**src/logic/oml_pkg.sv**
```systemverilog
// Constants and types for the option byte configuration loader.
package oml_pkg;

  // ==========================================================================
  // Addresses
  localparam logic [15:0] OML_PRI_ADDR = 16'hFFFF;
  localparam logic [15:0] OML_SEC_ADDR = 16'hFFDB;
  localparam logic [15:0] OML_CTRL_ADDR = 16'h0000;
  localparam logic [15:0] OML_STAT_ADDR = 16'h0004;
  localparam logic [15:0] OML_UFCNT_ADDR = 16'h0008;
  localparam logic [15:0] OML_WIN_ADDR = 16'h000C;

  // ==========================================================================
  // Field positions
  localparam int OML_B_AUTOSTART = 0;
  localparam int OML_B_PROT_OVR = 2;
  localparam int OML_B_PROT_ON = 3;
  localparam int OML_B_VMON0 = 6;
  localparam int OML_B_CSP = 7;
  localparam int OML_B_UF_LO = 0;
  localparam int OML_B_UF_HI = 1;
  localparam int OML_B_WIN_LO = 2;
  localparam int OML_B_WIN_HI = 3;
  localparam int OML_C_RELOAD = 0;
  localparam int OML_C_START = 1;
  localparam int OML_S_VALID = 0;
  localparam int OML_S_PRI_BLANK = 1;
  localparam int OML_S_SEC_BLANK = 2;
  localparam int OML_S_RUN = 3;

  // ==========================================================================
  // Values
  localparam int OML_CNT_W = 14;
  localparam logic [7:0] OML_BLANK = 8'hFF;
  localparam logic [1:0] OML_PROT_ACTIVE = 2'h1;
  localparam logic [13:0] OML_UF_CNT0 = 14'h03FF;
  localparam logic [13:0] OML_UF_CNT1 = 14'h0FFF;
  localparam logic [13:0] OML_UF_CNT2 = 14'h1FFF;
  localparam logic [13:0] OML_UF_CNT3 = 14'h3FFF;

  typedef enum logic [6:0] {
    OML_ST_RD_PRI = 7'h01,
    OML_ST_WT_PRI = 7'h02,
    OML_ST_CAP_PRI = 7'h04,
    OML_ST_WT_SEC = 7'h08,
    OML_ST_CAP_SEC = 7'h10,
    OML_ST_APPLY = 7'h20,
    OML_ST_DONE = 7'h40
  } oml_fsm_t;

  typedef struct packed {
    logic autostart;
    logic count_protect;
    logic vmon0_reset_en;
    logic code_protect_en;
    logic [OML_CNT_W-1:0] underflow_cnt;
    logic [1:0] win_sel;
  } oml_opt_t;

  typedef struct packed {
    logic run;
    logic count_protect;
    logic vmon0_reset_en;
    logic code_protect_en;
    logic [OML_CNT_W-1:0] underflow_cnt;
    logic [OML_CNT_W-1:0] refresh_limit;
  } oml_cfg_t;

  typedef struct packed {
    oml_fsm_t fsm;
    logic [7:0] pri;
    logic [7:0] sec;
    logic pri_blank;
    logic sec_blank;
    logic valid;
    logic sw_start;
    logic [15:0] flash_addr;
    logic flash_rd;
    logic [15:0] rdata;
    oml_cfg_t cfg;
  } oml_state_t;

  // Erased-flash decode: watchdog stopped, every protection off.
  localparam oml_cfg_t OML_CFG_RST = '{run: 1'b0, count_protect: 1'b0,
    vmon0_reset_en: 1'b0, code_protect_en: 1'b0,
    underflow_cnt: OML_UF_CNT3, refresh_limit: OML_UF_CNT3};

  localparam oml_state_t OML_STATE_RST = '{fsm: OML_ST_RD_PRI,
    pri: OML_BLANK, sec: OML_BLANK, pri_blank: 1'b0, sec_blank: 1'b0,
    valid: 1'b0, sw_start: 1'b0, flash_addr: OML_PRI_ADDR,
    flash_rd: 1'b0, rdata: 16'h0000, cfg: OML_CFG_RST};

endpackage : oml_pkg

```
**src/logic/oml_decode.sv**
```systemverilog
// Field decoder for the two option bytes.
`timescale 1ns/10ps
module oml_decode
  import oml_pkg::*;
(
  input wire logic [7:0] pri,
  input wire logic [7:0] sec,
  output oml_opt_t opt
);

  always_comb begin
    opt.autostart = ~pri[OML_B_AUTOSTART];
    opt.count_protect = ~pri[OML_B_CSP];
    opt.vmon0_reset_en = ~pri[OML_B_VMON0];
    // Only one of the four codes arms protection, so a half-written
    // byte fails open rather than locking the part.
    opt.code_protect_en =
      ({pri[OML_B_PROT_ON], pri[OML_B_PROT_OVR]} == OML_PROT_ACTIVE);
    case ({sec[OML_B_UF_HI], sec[OML_B_UF_LO]})
      2'h0: opt.underflow_cnt = OML_UF_CNT0;
      2'h1: opt.underflow_cnt = OML_UF_CNT1;
      2'h2: opt.underflow_cnt = OML_UF_CNT2;
      default: opt.underflow_cnt = OML_UF_CNT3;
    endcase
    opt.win_sel = {sec[OML_B_WIN_HI], sec[OML_B_WIN_LO]};
  end

endmodule : oml_decode

```
**src/logic/oml_loader.sv**
```systemverilog
// Option byte loader: fetches, decodes and publishes reset configuration.
`timescale 1ns/10ps
module oml_loader
  import oml_pkg::*;
(
  input wire logic clk,
  input wire logic rst,
  input wire logic [15:0] reg_addr,
  input wire logic [15:0] reg_wdata,
  input wire logic reg_wr,
  input wire logic reg_rd,
  output logic [15:0] reg_rdata,
  output logic [15:0] flash_addr,
  output logic flash_rd,
  input wire logic [7:0] flash_rdata,
  input wire logic flash_blank,
  output logic cfg_valid,
  output oml_cfg_t cfg_out
);

  // ==========================================================================
  // State and helpers
  oml_state_t st_reg;
  oml_state_t st_next;
  oml_opt_t opt;
  logic [OML_CNT_W-1:0] limit;
  logic ctrl_wr;
  logic [7:0] fetched;

  oml_decode u_decode (
    .pri(st_reg.pri),
    .sec(st_reg.sec),
    .opt(opt)
  );

  oml_window u_window (
    .underflow_cnt(opt.underflow_cnt),
    .win_sel(opt.win_sel),
    .refresh_limit(limit)
  );

  assign ctrl_wr = reg_wr && (reg_addr == OML_CTRL_ADDR);
  // A block erase leaves the cells at all ones whatever the array returns.
  assign fetched = flash_blank ? OML_BLANK : flash_rdata;

  // ==========================================================================
  // Fetch sequence and register port
  always_comb begin
    st_next = st_reg;
    st_next.flash_rd = 1'b0;
    st_next.rdata = 16'h0000;
    case (st_reg.fsm)
      OML_ST_RD_PRI: begin
        st_next.valid = 1'b0;
        st_next.flash_rd = 1'b1;
        st_next.flash_addr = OML_PRI_ADDR;
        st_next.fsm = OML_ST_WT_PRI;
      end
      OML_ST_WT_PRI: begin
        st_next.fsm = OML_ST_CAP_PRI;
      end
      OML_ST_CAP_PRI: begin
        st_next.pri = fetched;
        st_next.pri_blank = flash_blank;
        st_next.flash_rd = 1'b1;
        st_next.flash_addr = OML_SEC_ADDR;
        st_next.fsm = OML_ST_WT_SEC;
      end
      OML_ST_WT_SEC: begin
        st_next.fsm = OML_ST_CAP_SEC;
      end
      OML_ST_CAP_SEC: begin
        st_next.sec = fetched;
        st_next.sec_blank = flash_blank;
        st_next.fsm = OML_ST_APPLY;
      end
      OML_ST_APPLY: begin
        st_next.cfg.count_protect = opt.count_protect;
        st_next.cfg.vmon0_reset_en = opt.vmon0_reset_en;
        st_next.cfg.code_protect_en = opt.code_protect_en;
        st_next.cfg.underflow_cnt = opt.underflow_cnt;
        st_next.cfg.refresh_limit = limit;
        st_next.valid = 1'b1;
        st_next.fsm = OML_ST_DONE;
      end
      OML_ST_DONE: begin
        // Reload repeats the reset-time fetch; the old settings stay on
        // the outputs meanwhile, but the watchdog is held until it ends.
        if (ctrl_wr && reg_wdata[OML_C_RELOAD]) begin
          st_next.fsm = OML_ST_RD_PRI;
        end
      end
      default: begin
        st_next.fsm = OML_ST_RD_PRI;
      end
    endcase

    // Software start is set-only; only reset clears it, and a reload stops the watchdog until it ends.
    if (ctrl_wr && reg_wdata[OML_C_START]) begin
      st_next.sw_start = 1'b1;
    end
    st_next.cfg.run = st_next.valid &&
      (opt.autostart || st_next.sw_start);

    if (reg_rd) begin
      case (reg_addr)
        OML_PRI_ADDR: st_next.rdata = {8'h00, st_reg.pri};
        OML_SEC_ADDR: st_next.rdata = {8'h00, st_reg.sec};
        OML_CTRL_ADDR: st_next.rdata = {14'h0000, st_reg.sw_start, 1'b0};
        OML_STAT_ADDR: st_next.rdata = {12'h000, st_reg.cfg.run,
          st_reg.sec_blank, st_reg.pri_blank, st_reg.valid};
        OML_UFCNT_ADDR: st_next.rdata = {2'h0, st_reg.cfg.underflow_cnt};
        OML_WIN_ADDR: st_next.rdata = {2'h0, st_reg.cfg.refresh_limit};
        default: st_next.rdata = 16'h0000;
      endcase
    end
  end

  always_ff @(posedge clk or posedge rst) begin
    if (rst) begin
      st_reg <= OML_STATE_RST;
    end else begin
      st_reg <= st_next;
    end
  end

  // ==========================================================================
  // Outputs
  assign reg_rdata = st_reg.rdata;
  assign flash_addr = st_reg.flash_addr;
  assign flash_rd = st_reg.flash_rd;
  assign cfg_valid = st_reg.valid;
  assign cfg_out = st_reg.cfg;
endmodule : oml_loader

```
**src/logic/oml_window.sv**
```systemverilog
// Refresh window limit from the underflow count and the window choice.
`timescale 1ns/10ps
module oml_window
  import oml_pkg::*;
(
  input wire logic [OML_CNT_W-1:0] underflow_cnt,
  input wire logic [1:0] win_sel,
  output logic [OML_CNT_W-1:0] refresh_limit
);

  logic [16:0] span;
  logic [16:0] prod;
  logic [16:0] quarter;

  // The span runs from count start to underflow and counts as 100 percent.
  // The limit is the highest down-count value at which a refresh is taken.
  always_comb begin
    span = {3'h0, underflow_cnt} + 17'h00001;
    prod = 17'((span * ({15'h0000, win_sel} + 17'h00001)));
    quarter = prod >> 2;
    refresh_limit = OML_CNT_W'(quarter - 17'h00001);
  end

endmodule : oml_window

```
**config.mk**
```make
export PLATFORM = sky130hd
export DESIGN_NAME = oml_loader
export DESIGN_NICKNAME = d
export VERILOG_FILES = /design/src/logic/oml_pkg.sv /design/src/logic/oml_decode.sv /design/src/logic/oml_loader.sv /design/src/logic/oml_window.sv
export SDC_FILE = /design/constraint.sdc
export NUM_CORES = 1
export LEC_CHECK = 0
export BUFFER_PORTS_ARGS = -buffer_cell sky130_fd_sc_hd__buf_2
export CORE_ASPECT_RATIO = 2
export CORE_UTILIZATION = 40
export CTS_CLUSTER_DIAMETER = 50
export DETAILED_ROUTE_END_ITERATION = 12
export HOLD_SLACK_MARGIN = 0.06
export PLACE_DENSITY = 0.7
export SYNTH_ARGS = -nofsm -noshare
export SYNTH_HDL_FRONTEND = slang
export SYNTH_HIERARCHICAL = 1
export SYNTH_SLANG_ARGS = --single-unit
```
**constraint.sdc**
```tcl
create_clock -name clk -period 4.25 [get_ports clk]
set_clock_uncertainty 0.05 [all_clocks]
set_input_delay 0.2125 -clock clk [delete_from_list [all_inputs] [get_ports clk]]
set_output_delay 0.2125 -clock clk [all_outputs]
set_load 0.02 [all_outputs]
```
* Word level (Yosys, flattened, before mapping)
Cells that the tools add are included.
Cells by class: bitwise logic cells 3, multiply operators 1, multiplexer cells 9, reduce and logical (&&, ||, !) cells 8, equal/unequal tests 16, add/sub/neg operators 3
Operator list (number):
- $pmux 14 s6 | 1
- $pmux 7 s7 | 1
- $pmux 14 s3 | 1
- $pmux 17 s2 | 1
- $eq 16x16->1 const B | 2
- $eq 16x4->1 const B | 2
- $mul 17x17->16 | 1
- $eq 16x3->1 const B | 1
- $logic_not 16->1 | 1
- $add 14x1->15 const B | 1
- $mux 14 | 1
- $sub 14x1->14 const B | 1
- $mux 8 | 1
- $eq 7x1->1 const B | 1
- $eq 7x2->1 const B | 1
- $eq 7x3->1 const B | 1
- $eq 7x4->1 const B | 1
- $eq 7x5->1 const B | 1
- $eq 7x6->1 const B | 1
- $eq 7x7->1 const B | 1
- $mux 7 | 1
- $eq 2x1->1 const B | 2
- $logic_and 1x1->1 | 4
- $add 2x1->3 const B | 1
- other kinds (8) | 10
Storage, ports and cells: input bits 45, logic and storage cells 56, register bits after elaboration 92, output and inout port bits 66

* Longest topological paths before layout
Gate-level depths: netlist of run 1.
depth in word-level cells 6, depth in mapped cells 19, mapped depth without buffers 16

* Cells and area by module
The synthesis of run 1 kept the hierarchy.
Modules (own cells, without submodules):
- oml_loader | sequential area each 1960.6 sq um, cells an instance 336, instances 1, area each 3834.9 sq um
- oml_window | sequential area each 0.0 sq um, cells an instance 257, instances 1, area each 1815.5 sq um
- oml_decode | sequential area each 0.0 sq um, cells an instance 21, instances 1, area each 136.4 sq um

* Worst setup path after synthesis of run 1
OpenSTA, ideal clock, no wires.
path type reg-to-reg, start reg st_reg[70] in the netlist's numbering, end reg st_reg, in the netlist cfg_out[13], buffers on the path 1, library setup time 82 ps, clock period less this slack 3677 ps, required time 4118 ps, arrival 3545 ps, slack 573 ps, cell stages (with the launch flop) 16, path through dfstp_2 or2_1 buf_4 nand4_1 nor2_1 xnor2_1 nand2b_1 fa_1 inv_1 ha_1 or4_1 o22ai_1 xor2_1 nand4_1 xnor2_1 mux2_2
RTL lines:
- from (decl) | line oml_loader.sv:23 | oml_state_t st_reg;
- from (signal assigned) | line oml_loader.sv:123 | st_reg <= st_next;

==> results.toml, run 1 <==
[power]
ir_drop_uv = 210
leakage_nw = 2.93
power_density_nw_per_um2 = 530
power_mw = 3.29

[synthesis]
synth_seq_area_share_pct = 33.9
yosysWarnings = 6
synth_top_area_cell = "dfstp_2"
synth_top_flop_cell = "dfstp_2"
yosys_register_bits = 76
yosysUniqueCellTypes = 75
syn-cell-area_um2 = 5790
synthCells = 614
synth-edff-count = 0
synth_area_per_cell_um2 = 9.42
synth-async-reset-ratio_pct = 100
synthTopCellsByArea = "dfstp_2, dfrtp_1, buf_4, mux2_2, fa_1"
netlist.area_leader.share_pct = 21.3

[global_route]
grt_pass1_vias = 4390
grt_antenna_before_repair = 0
grt_overflow = 0
grt_first_pass_wirelength_um = 21200
grt.total_usage_pct = 18.5
grt_max_degree = 44

[cts]
cts_resized = 0
clkTransAtPathRegs_ns = 0.06
cts_sinks = 76
cts-htree-levels = 3
clk_latency_ns = 0.33
cts_buffers = 9
cts-root-buf = "clkbuf_16"
postCtsSetupBuffers = 0
cts_tree = "done"
cts-hold-fix-buffers = 1
clk_path_buf_depth = 2

[sta]
min_period_ns = 3.92
finalCritPeriodShare_pct = 92.3
drv_slew = 0
tightest_slew_ns = 0.878
rsz0062_at_grt = "false"
finalHoldViolations = 0
slew_headroom_pct = 41.4
holdWs_ns = 0.0902
finalSetupViolations = 0
setup_tns_ns = 0
max_freq_mhz = 255

[floorplanning]
io_pins = 111
design.die.area_um2 = 15000
die_x_um = 87.1
core_um2 = 14000
start_util_pct = 41.2
fp.dieH_um = 172
row_count = 61

[layout]
largest_register_ffs = 32
drive_above_1_share_pct = 35.2
final_cells = 831
area_growth_pct = 7.20
final_common_cell = "buf_2"
nNetsFinal = 712
fillers = 1382
n_antenna_cell = 0
final_cell_mix = "buf_2, nand2_1, dfstp_2"

[routing]
postRouteAntennaNets = 0
drc = 0
vias = 4404
avgViaCountPerCell = 5.30
drt_iter0_drc = 223
dr.pass1.iters = 5
detail_route.wl_per_cell_um = 16.1
routed_wl_um = 13400

[critical_path]
end_kind = "flop"
crit_fanout = 9
critPathLaunchType = "flop"
critPathRequiredTime_ns = 4.46
arrival_ns = 4.13
path_class = "flop to flop"

[placement]
dp_cells = 814
portBuffers = 94
hpwlAfterDp_um = 10600
routabilityCongestion = 0.899

[status]
status = "finished clean"

[flow_run]
cap_violations = 0

[hold_path]
min_path_type = "input pin to flop"
[stage by stage]
stage / area [µm²] / setup WS [ns] / utilization [%]
after CTS: 6200 / 0.319 / 44.2
after detailed placement: 5890 / 0.356 / 41.9
after floorplan: 5820 / 0.573 / -
final: 6200 / 0.329 / 44.2
after global routing: 6200 / 0.0864 / 44.2
after global placement: 5890 / 0.399 / 41.9
[Yosys cell counts, types with 10 or more instances]
cell type  number
mux2_2         35
dfstp_2        47
nand4_1        21
dfrtp_1        29
nand2_1        61
clkbuf_1       14
a21oi_1        16
nand2b_1       17
nor2_1         45
xnor2_1        20
xor2_1         13
nand3_1        15
inv_1          38
o21ai_0        10
fa_1           14
buf_4          78
ha_1           16
[critical path, stage by stage (launching register included)]
cell	delay (ns)
dfstp_2	0.56
or2_1	0.33
nand2_1	0.09
nor2_1	0.14
xor2_1	0.24
nand2_1	0.11
fa_1	0.53
inv_1	0.05
ha_1	0.33
or4_4	0.54
a211oi_2	0.30
nand4_1	0.15
xnor2_1	0.15
mux2_2	0.26
[routing by layer]
metal | part of all wire [%] | global-route usage, % | routed length, µm
met1 | 34 | 17.6 | 4610
met2 | 58 | 36.6 | 7780
met3 | 3.2 | 1.67 | 428
met4 | 4.3 | 11.2 | 571
met5 | 0 | 0 | 0
[kinds of logic after synthesis]
| kind of cell | count (synthesis) | share of synthesized area, % |
|---|---|---|
| AO/OA/AOI/OAI | 82 | 10.4 |
| XOR/XNOR | 34 | 5.28 |
| adder cells (fa/ha/maj) | 30 | 8.30 |
| buffers and inverters | 139 | 14.6 |
| flip-flops | 76 | 33.9 |
| multiplexers | 43 | 8.50 |
| other | 2 | 0.130 |
| AND/OR/NAND/NOR | 208 | 18.9 |
[final timing paths]
check / start / end / slack, ns / cells after the start
worst max-delay path: st_reg[69]$_DFFE_PP1P_ / cfg_out[13]$_DFFE_PP1N_ / 0.33 / 13
worst min-delay path: reg_wdata[0] / st_reg[91]$_DFFE_PP0P_ / 0.09 / 2
worst max register to register: st_reg[69]$_DFFE_PP1P_ / cfg_out[13]$_DFFE_PP1N_ / 0.33 / 13
worst min register to register: st_reg[82]$_DFFE_PP1P_ / st_reg[82]$_DFFE_PP1P_ / 0.43 / 2
max in group asynchronous: rst / cfg_out[18]$_DFFE_PP1N_ / 2.58 / 4
min in group asynchronous: rst / reg_rdata[13]$_DFF_PP0_ / 0.57 / 3
[area by class of cell]
| type | count | area [µm²] | share of cell area (%) |
|---|---|---|---|
| clock inverters | 4 | 47.5 | 0.766 |
| repair buffers | 103 | 541 | 8.71 |
| clock buffers | 12 | 256 | 4.13 |
| flip-flops and latches | 76 | 1960 | 31.6 |
| inverters | 38 | 143 | 2.30 |
| well taps | 189 | 236 | 3.81 |
| multi-input cells | 409 | 3020 | 48.7 |
[power by group]
group          switching (mW)  internal (mW)  leakage, nW
Clock                   0.278          0.484        0.149
Sequential              0.105          0.928        0.892
Combinational           0.865          0.625         1.89
Total                    1.25           2.04         2.93
Power figures use the tool's default switching activity.
==> run 2, diff against run 1 <==
==> constraint.sdc (replaced) <==
create_clock -name clk -period 4.25 [get_ports clk]
set_clock_uncertainty 0.05 [all_clocks]
set_input_delay 0.85 -clock clk [delete_from_list [all_inputs] [get_ports clk]]
set_output_delay 0.85 -clock clk [all_outputs]
set_load 0.02 [all_outputs]
==> run 2 against run 1 <==
Against the previous run:
- clock power is 8.7% lower
- routed wire length down 1.9%
- final cell count unchanged
- worst hold slack better by 0.33 ns
- first-iteration DRC count fell by 10%
- critical endpoint unchanged
==> results.toml, run 2 (same netlist as run 1, synthesis figures left out) <==
[status]
status = "finished clean"

[routing]
routed_wl_um = 13100
avgViaCountPerCell = 5.21
drt_iter0_drc = 200
detail_route.wl_per_cell_um = 15.8
drc = 0
postRouteAntennaNets = 0
dr.pass1.iters = 4
vias = 4331

[critical_path]
end_kind = "flop"
critPathRequiredTime_ns = 4.46
arrival_ns = 4.11
path_class = "flop to flop"
crit_fanout = 9
critPathLaunchType = "flop"

[cts]
clk_path_buf_depth = 2
cts-hold-fix-buffers = 0
postCtsSetupBuffers = 0
cts-htree-levels = 3
clk_latency_ns = 0.34
cts_buffers = 9
cts_tree = "done"
clkTransAtPathRegs_ns = 0.06
cts_resized = 0
cts_sinks = 76
cts-root-buf = "clkbuf_16"

[layout]
final_common_cell = "buf_2"
largest_register_ffs = 32
drive_above_1_share_pct = 35.2
fillers = 1372
final_cell_mix = "buf_2, nand2_1, dfstp_2"
n_antenna_cell = 0
nNetsFinal = 712
area_growth_pct = 6.62

[sta]
finalHoldViolations = 0
finalCritPeriodShare_pct = 91.8
holdWs_ns = 0.417
rsz0062_at_grt = "false"
min_period_ns = 3.90
setup_tns_ns = 0
tightest_slew_ns = 0.840
finalSetupViolations = 0
drv_slew = 0
max_freq_mhz = 256
slew_headroom_pct = 43.9

[global_route]
grt_max_degree = 43
grt_pass1_vias = 4523
grt_overflow = 0
grt.total_usage_pct = 18.7
grt_antenna_before_repair = 0
grt_first_pass_wirelength_um = 21500

[floorplanning]
start_util_pct = 41.2
die_x_um = 87.1
core_um2 = 14000
fp.dieH_um = 172
row_count = 61
design.die.area_um2 = 15000
io_pins = 111

[flow_run]
cap_violations = 0

[placement]
portBuffers = 94
hpwlAfterDp_um = 10400
routabilityCongestion = 0.896

[hold_path]
min_path_type = "flop to flop"

[power]
ir_drop_uv = 169
power_density_nw_per_um2 = 519
leakage_nw = 2.92
-- run 2: cell count changes in the layout (fill, tap and decap cells not counted) --
| cell | before | now |
|---|---|---|
| clkbuf_8 | 2 | 1 |
| clkbuf_1 | 1 | 2 |
| buf_4 | 8 | 9 |
| dlygate4sd3_1 | 1 | 0 |
| clkinv_4 | 0 | 1 |
| bufinv_16 | 1 | 0 |
-- run 2: worst paths after layout --
check | cells past startpoint | slack (ns) | from | to
worst max-delay path | 13 | 0.35 | st_reg[69]$_DFFE_PP1P_ | cfg_out[13]$_DFFE_PP1N_
worst min-delay path | 2 | 0.42 | flash_addr[5]$_DFFE_PP1P_ | flash_addr[5]$_DFFE_PP1P_
worst max register to register | 13 | 0.35 | st_reg[69]$_DFFE_PP1P_ | cfg_out[13]$_DFFE_PP1N_
worst min register to register | 2 | 0.42 | flash_addr[5]$_DFFE_PP1P_ | flash_addr[5]$_DFFE_PP1P_
max in group asynchronous | 3 | 2.64 | rst | st_reg[75]$_DFFE_PP1P_
min in group asynchronous | 2 | 0.64 | rst | reg_rdata[11]$_DFF_PP0_
-- run 2: per-stage QoR --
step | total power [mW] | std cells | utilization [%] | setup slack (ns) | instance area, µm²
after floorplan | 2.26 | 624 | - | 0.573 | 5820
final | 3.20 | 831 | 43.9 | 0.350 | 6170
after CTS | 3.14 | 831 | 43.9 | 0.329 | 6170
after global routing | 3.45 | 831 | 43.9 | 0.0504 | 6170
after global placement | 2.40 | 815 | 42.0 | 0.377 | 5900
after detailed placement | 2.43 | 815 | 42.0 | 0.347 | 5900
-- run 2: layout make-up --
cell class	count	area (µm²)	share of cell area (%)
clock buffer	12	246	4.00
clock inverter	4	26.3	0.426
tap	189	236	3.83
inverter	38	143	2.31
multi-input combinational	409	3020	48.9
sequential	76	1960	31.8
timing repair buffer	103	538	8.72
-- run 2: worst max-delay path: stages, from the launching register on --
cell	delay, ns
dfstp_2	0.57
or2_1	0.32
nand3_1	0.12
nor2_1	0.13
xor2_1	0.26
nand2b_1	0.11
fa_1	0.48
inv_1	0.04
ha_1	0.33
or4_4	0.53
a211oi_2	0.30
nand4_1	0.15
xnor2_1	0.15
mux2_2	0.26
-- run 2: layer usage --
| metal | share of wire (%) | global-route usage, % | wire, µm | vias up |
|---|---|---|---|---|
| met4 | 4.5 | 11.6 | 588 | 0 |
| met5 | 0 | 0 | 0 | - |
| li1 | - | - | - | 2070 |
| met2 | 57 | 36.7 | 7460 | 124 |
| met3 | 3.2 | 2.34 | 421 | 33 |
| met1 | 36 | 17.8 | 4670 | 2104 |
-- run 2: where the power goes --
part,total (mW),switching [mW],leakage [nW],internal [mW]
sequential,1.03,0.101,0.892,0.927
combinational,1.48,0.854,1.89,0.624
clock,0.697,0.287,0.133,0.410
total,3.20,1.24,2.92,1.96
==> run 3, diff against run 2 <==
- CORE_MARGIN: unset -> 4
- CORE_UTILIZATION: 40 -> 45
- PLACE_DENSITY: 0.7 -> 0.76
==> run 3 against run 2 <==
Against the previous run:
- via count grew 0.81%
- maximum frequency shrank 1.2%
- power grew 2.3%
- non-clock buffer count is the same
- worst hold slack gained 0.0011 ns
- final cell count shrank 4.7%
- first-iteration DRC count grew 3.5%
- final area shrank 0.43%
- routed wire length grew 1.4%
- critical path type unchanged
- worst setup slack lost 0.048 ns
==> results.toml, run 3 (same netlist as run 1, synthesis figures left out) <==
[status]
status = "finished clean"

[layout]
drive_above_1_share_pct = 35.2
final_cells = 792
final_common_cell = "buf_2"
stdcell_area_um2 = 6140
area_growth_pct = 6.16
final_cell_mix = "buf_2, nand2_1, dfstp_2"
largest_register_ffs = 32
n_antenna_cell = 0
fillers = 1166
nNetsFinal = 712

[critical_path]
critPathRequiredTime_ns = 4.46
r2r_slack_ns = 0.30
arrival_ns = 4.16
r2r_start = "st_reg[69]$_DFFE_PP1P_"
cp_slowest_cell = "dfstp_2"
crit_family = "simple AND/OR/NAND/NOR gates"
crit_top_cell = "nand2_1"
cp_cell_sequence = "or2_1, nand2_1, nor2_1, xor2_1, nand2_1, fa_1, inv_1, ha_1, or4_4, a211oi_2, nand4_1, xnor2_1, mux2_2"
r2r-end = "cfg_out[13]$_DFFE_PP1N_"
path_class = "flop to flop"
cp_num_buf_inv = 1
worst_r2r_path_depth = 13
end_kind = "flop"
crit_fanout = 9
worst-path-stages = 13
critPathLaunchType = "flop"
cp_slowest_stage_delay_ns = 0.57

[sta]
worst_slack_ns = 0.302
min_period_ns = 3.95
setup_tns_ns = 0
drv_slew = 0
tightest_slew_ns = 0.935
slew_headroom_pct = 37.6
finalHoldViolations = 0
max_freq_mhz = 253
finalCritPeriodShare_pct = 92.9
finalSetupViolations = 0
rsz0062_at_grt = "false"

[flow_run]
cap_violations = 0

[global_route]
grt_use_met1_pct = 18.9
busiest_layer = "met2"
grt_use_met2_pct = 33.5
grt_max_degree = 46
grt_overflow = 0
grt.total_usage_pct = 18.5
grt_first_pass_wirelength_um = 21300
grt_antenna_before_repair = 0
grt_pass1_vias = 4397
gr-usage-met3_pct = 2.50

[floorplanning]
core_um2 = 12600
fp.dieH_um = 168
io_pins = 111
row_count = 58
start_util_pct = 45.8
die_x_um = 88.2
design.die.area_um2 = 14800

[cts]
clk_path_buf_depth = 2
cts_sinks = 76
cts_buffers = 9
cts-hold-fix-buffers = 0
clkTransAtPathRegs_ns = 0.06
cts-root-buf = "clkbuf_16"
cts_resized = 0
cts-htree-levels = 3
cts_tree = "done"
postCtsSetupBuffers = 0
clk_latency_ns = 0.34

[placement]
routabilityCongestion = 0.863
dp_cells = 776
placed_cell_area_um2 = 5850
portBuffers = 94
dpl_worst_slack_ns = 0.338
hpwlAfterDp_um = 10600

[routing]
dr.pass1.iters = 5
avgViaCountPerCell = 5.51
drt_iter0_drc = 207
routed_wl_um = 13300
detail_route.wl_per_cell_um = 16.8
postRouteAntennaNets = 0
vias = 4366
drc = 0

[hold_path]
min_path_type = "flop to flop"
hold_end = "flash_addr[5]$_DFFE_PP1P_"
holdCritStartpoint = "flash_addr[5]$_DFFE_PP1P_"
hold_depth = 2

[power]
power_mw = 3.28
ir_drop_uv = 361
power_density_nw_per_um2 = 533
leakage_nw = 2.93
[run 3: worst max path at each step]
stage	from	endpoint	slack [ns]
floorplan	st_reg[70]$_DFFE_PP1P_	cfg_out[13]$_DFFE_PP1N_	0.57
finish	st_reg[69]$_DFFE_PP1P_	cfg_out[13]$_DFFE_PP1N_	0.30
global route	st_reg[69]$_DFFE_PP1P_	cfg_out[13]$_DFFE_PP1N_	0.003
global placement	st_reg[69]$_DFFE_PP1P_	cfg_out[13]$_DFFE_PP1N_	0.41
CTS	st_reg[69]$_DFFE_PP1P_	cfg_out[13]$_DFFE_PP1N_	0.30
detailed placement	st_reg[69]$_DFFE_PP1P_	cfg_out[13]$_DFFE_PP1N_	0.34
[run 3: where the power goes]
part	switching (mW)	internal [mW]	leakage, nW	total [mW]
clock	0.286	0.470	0.147	0.756
combinational	0.861	0.624	1.89	1.49
sequential	0.108	0.927	0.892	1.03
[run 3: cell type report]
class,instances,area (µm²),area share [%]
clock buffer,12,246,4.01
multi-input combinational,409,3020,49.1
tap,150,188,3.05
timing repair buffer,103,538,8.76
inverter,38,143,2.32
sequential,76,1960,31.9
clock inverter,4,48.8,0.794
[run 3: metal layers]
metal | wire, µm | part of all wire [%] | up-vias
li1 | - | - | 2073
met1 | 4650 | 35 | 2106
met2 | 7300 | 55 | 150
met3 | 639 | 4.8 | 37
met4 | 736 | 5.5 | 0
met5 | 0 | 0 | -
[run 3: metrics by stage]
step | utilization [%] | hold slack [ns]
after floorplan | - | 0.397
after global placement | 46.3 | 0.403
after detailed placement | 46.3 | 0.416
after CTS | 48.7 | 0.426
after global routing | 48.7 | 0.452
final | 48.7 | 0.418
[run 3: worst min-delay path, cell delays in order (launching register included)]
cell and delay (ns):
dfstp_2 0.37, nand2_1 0.05, nand2_1 0.05
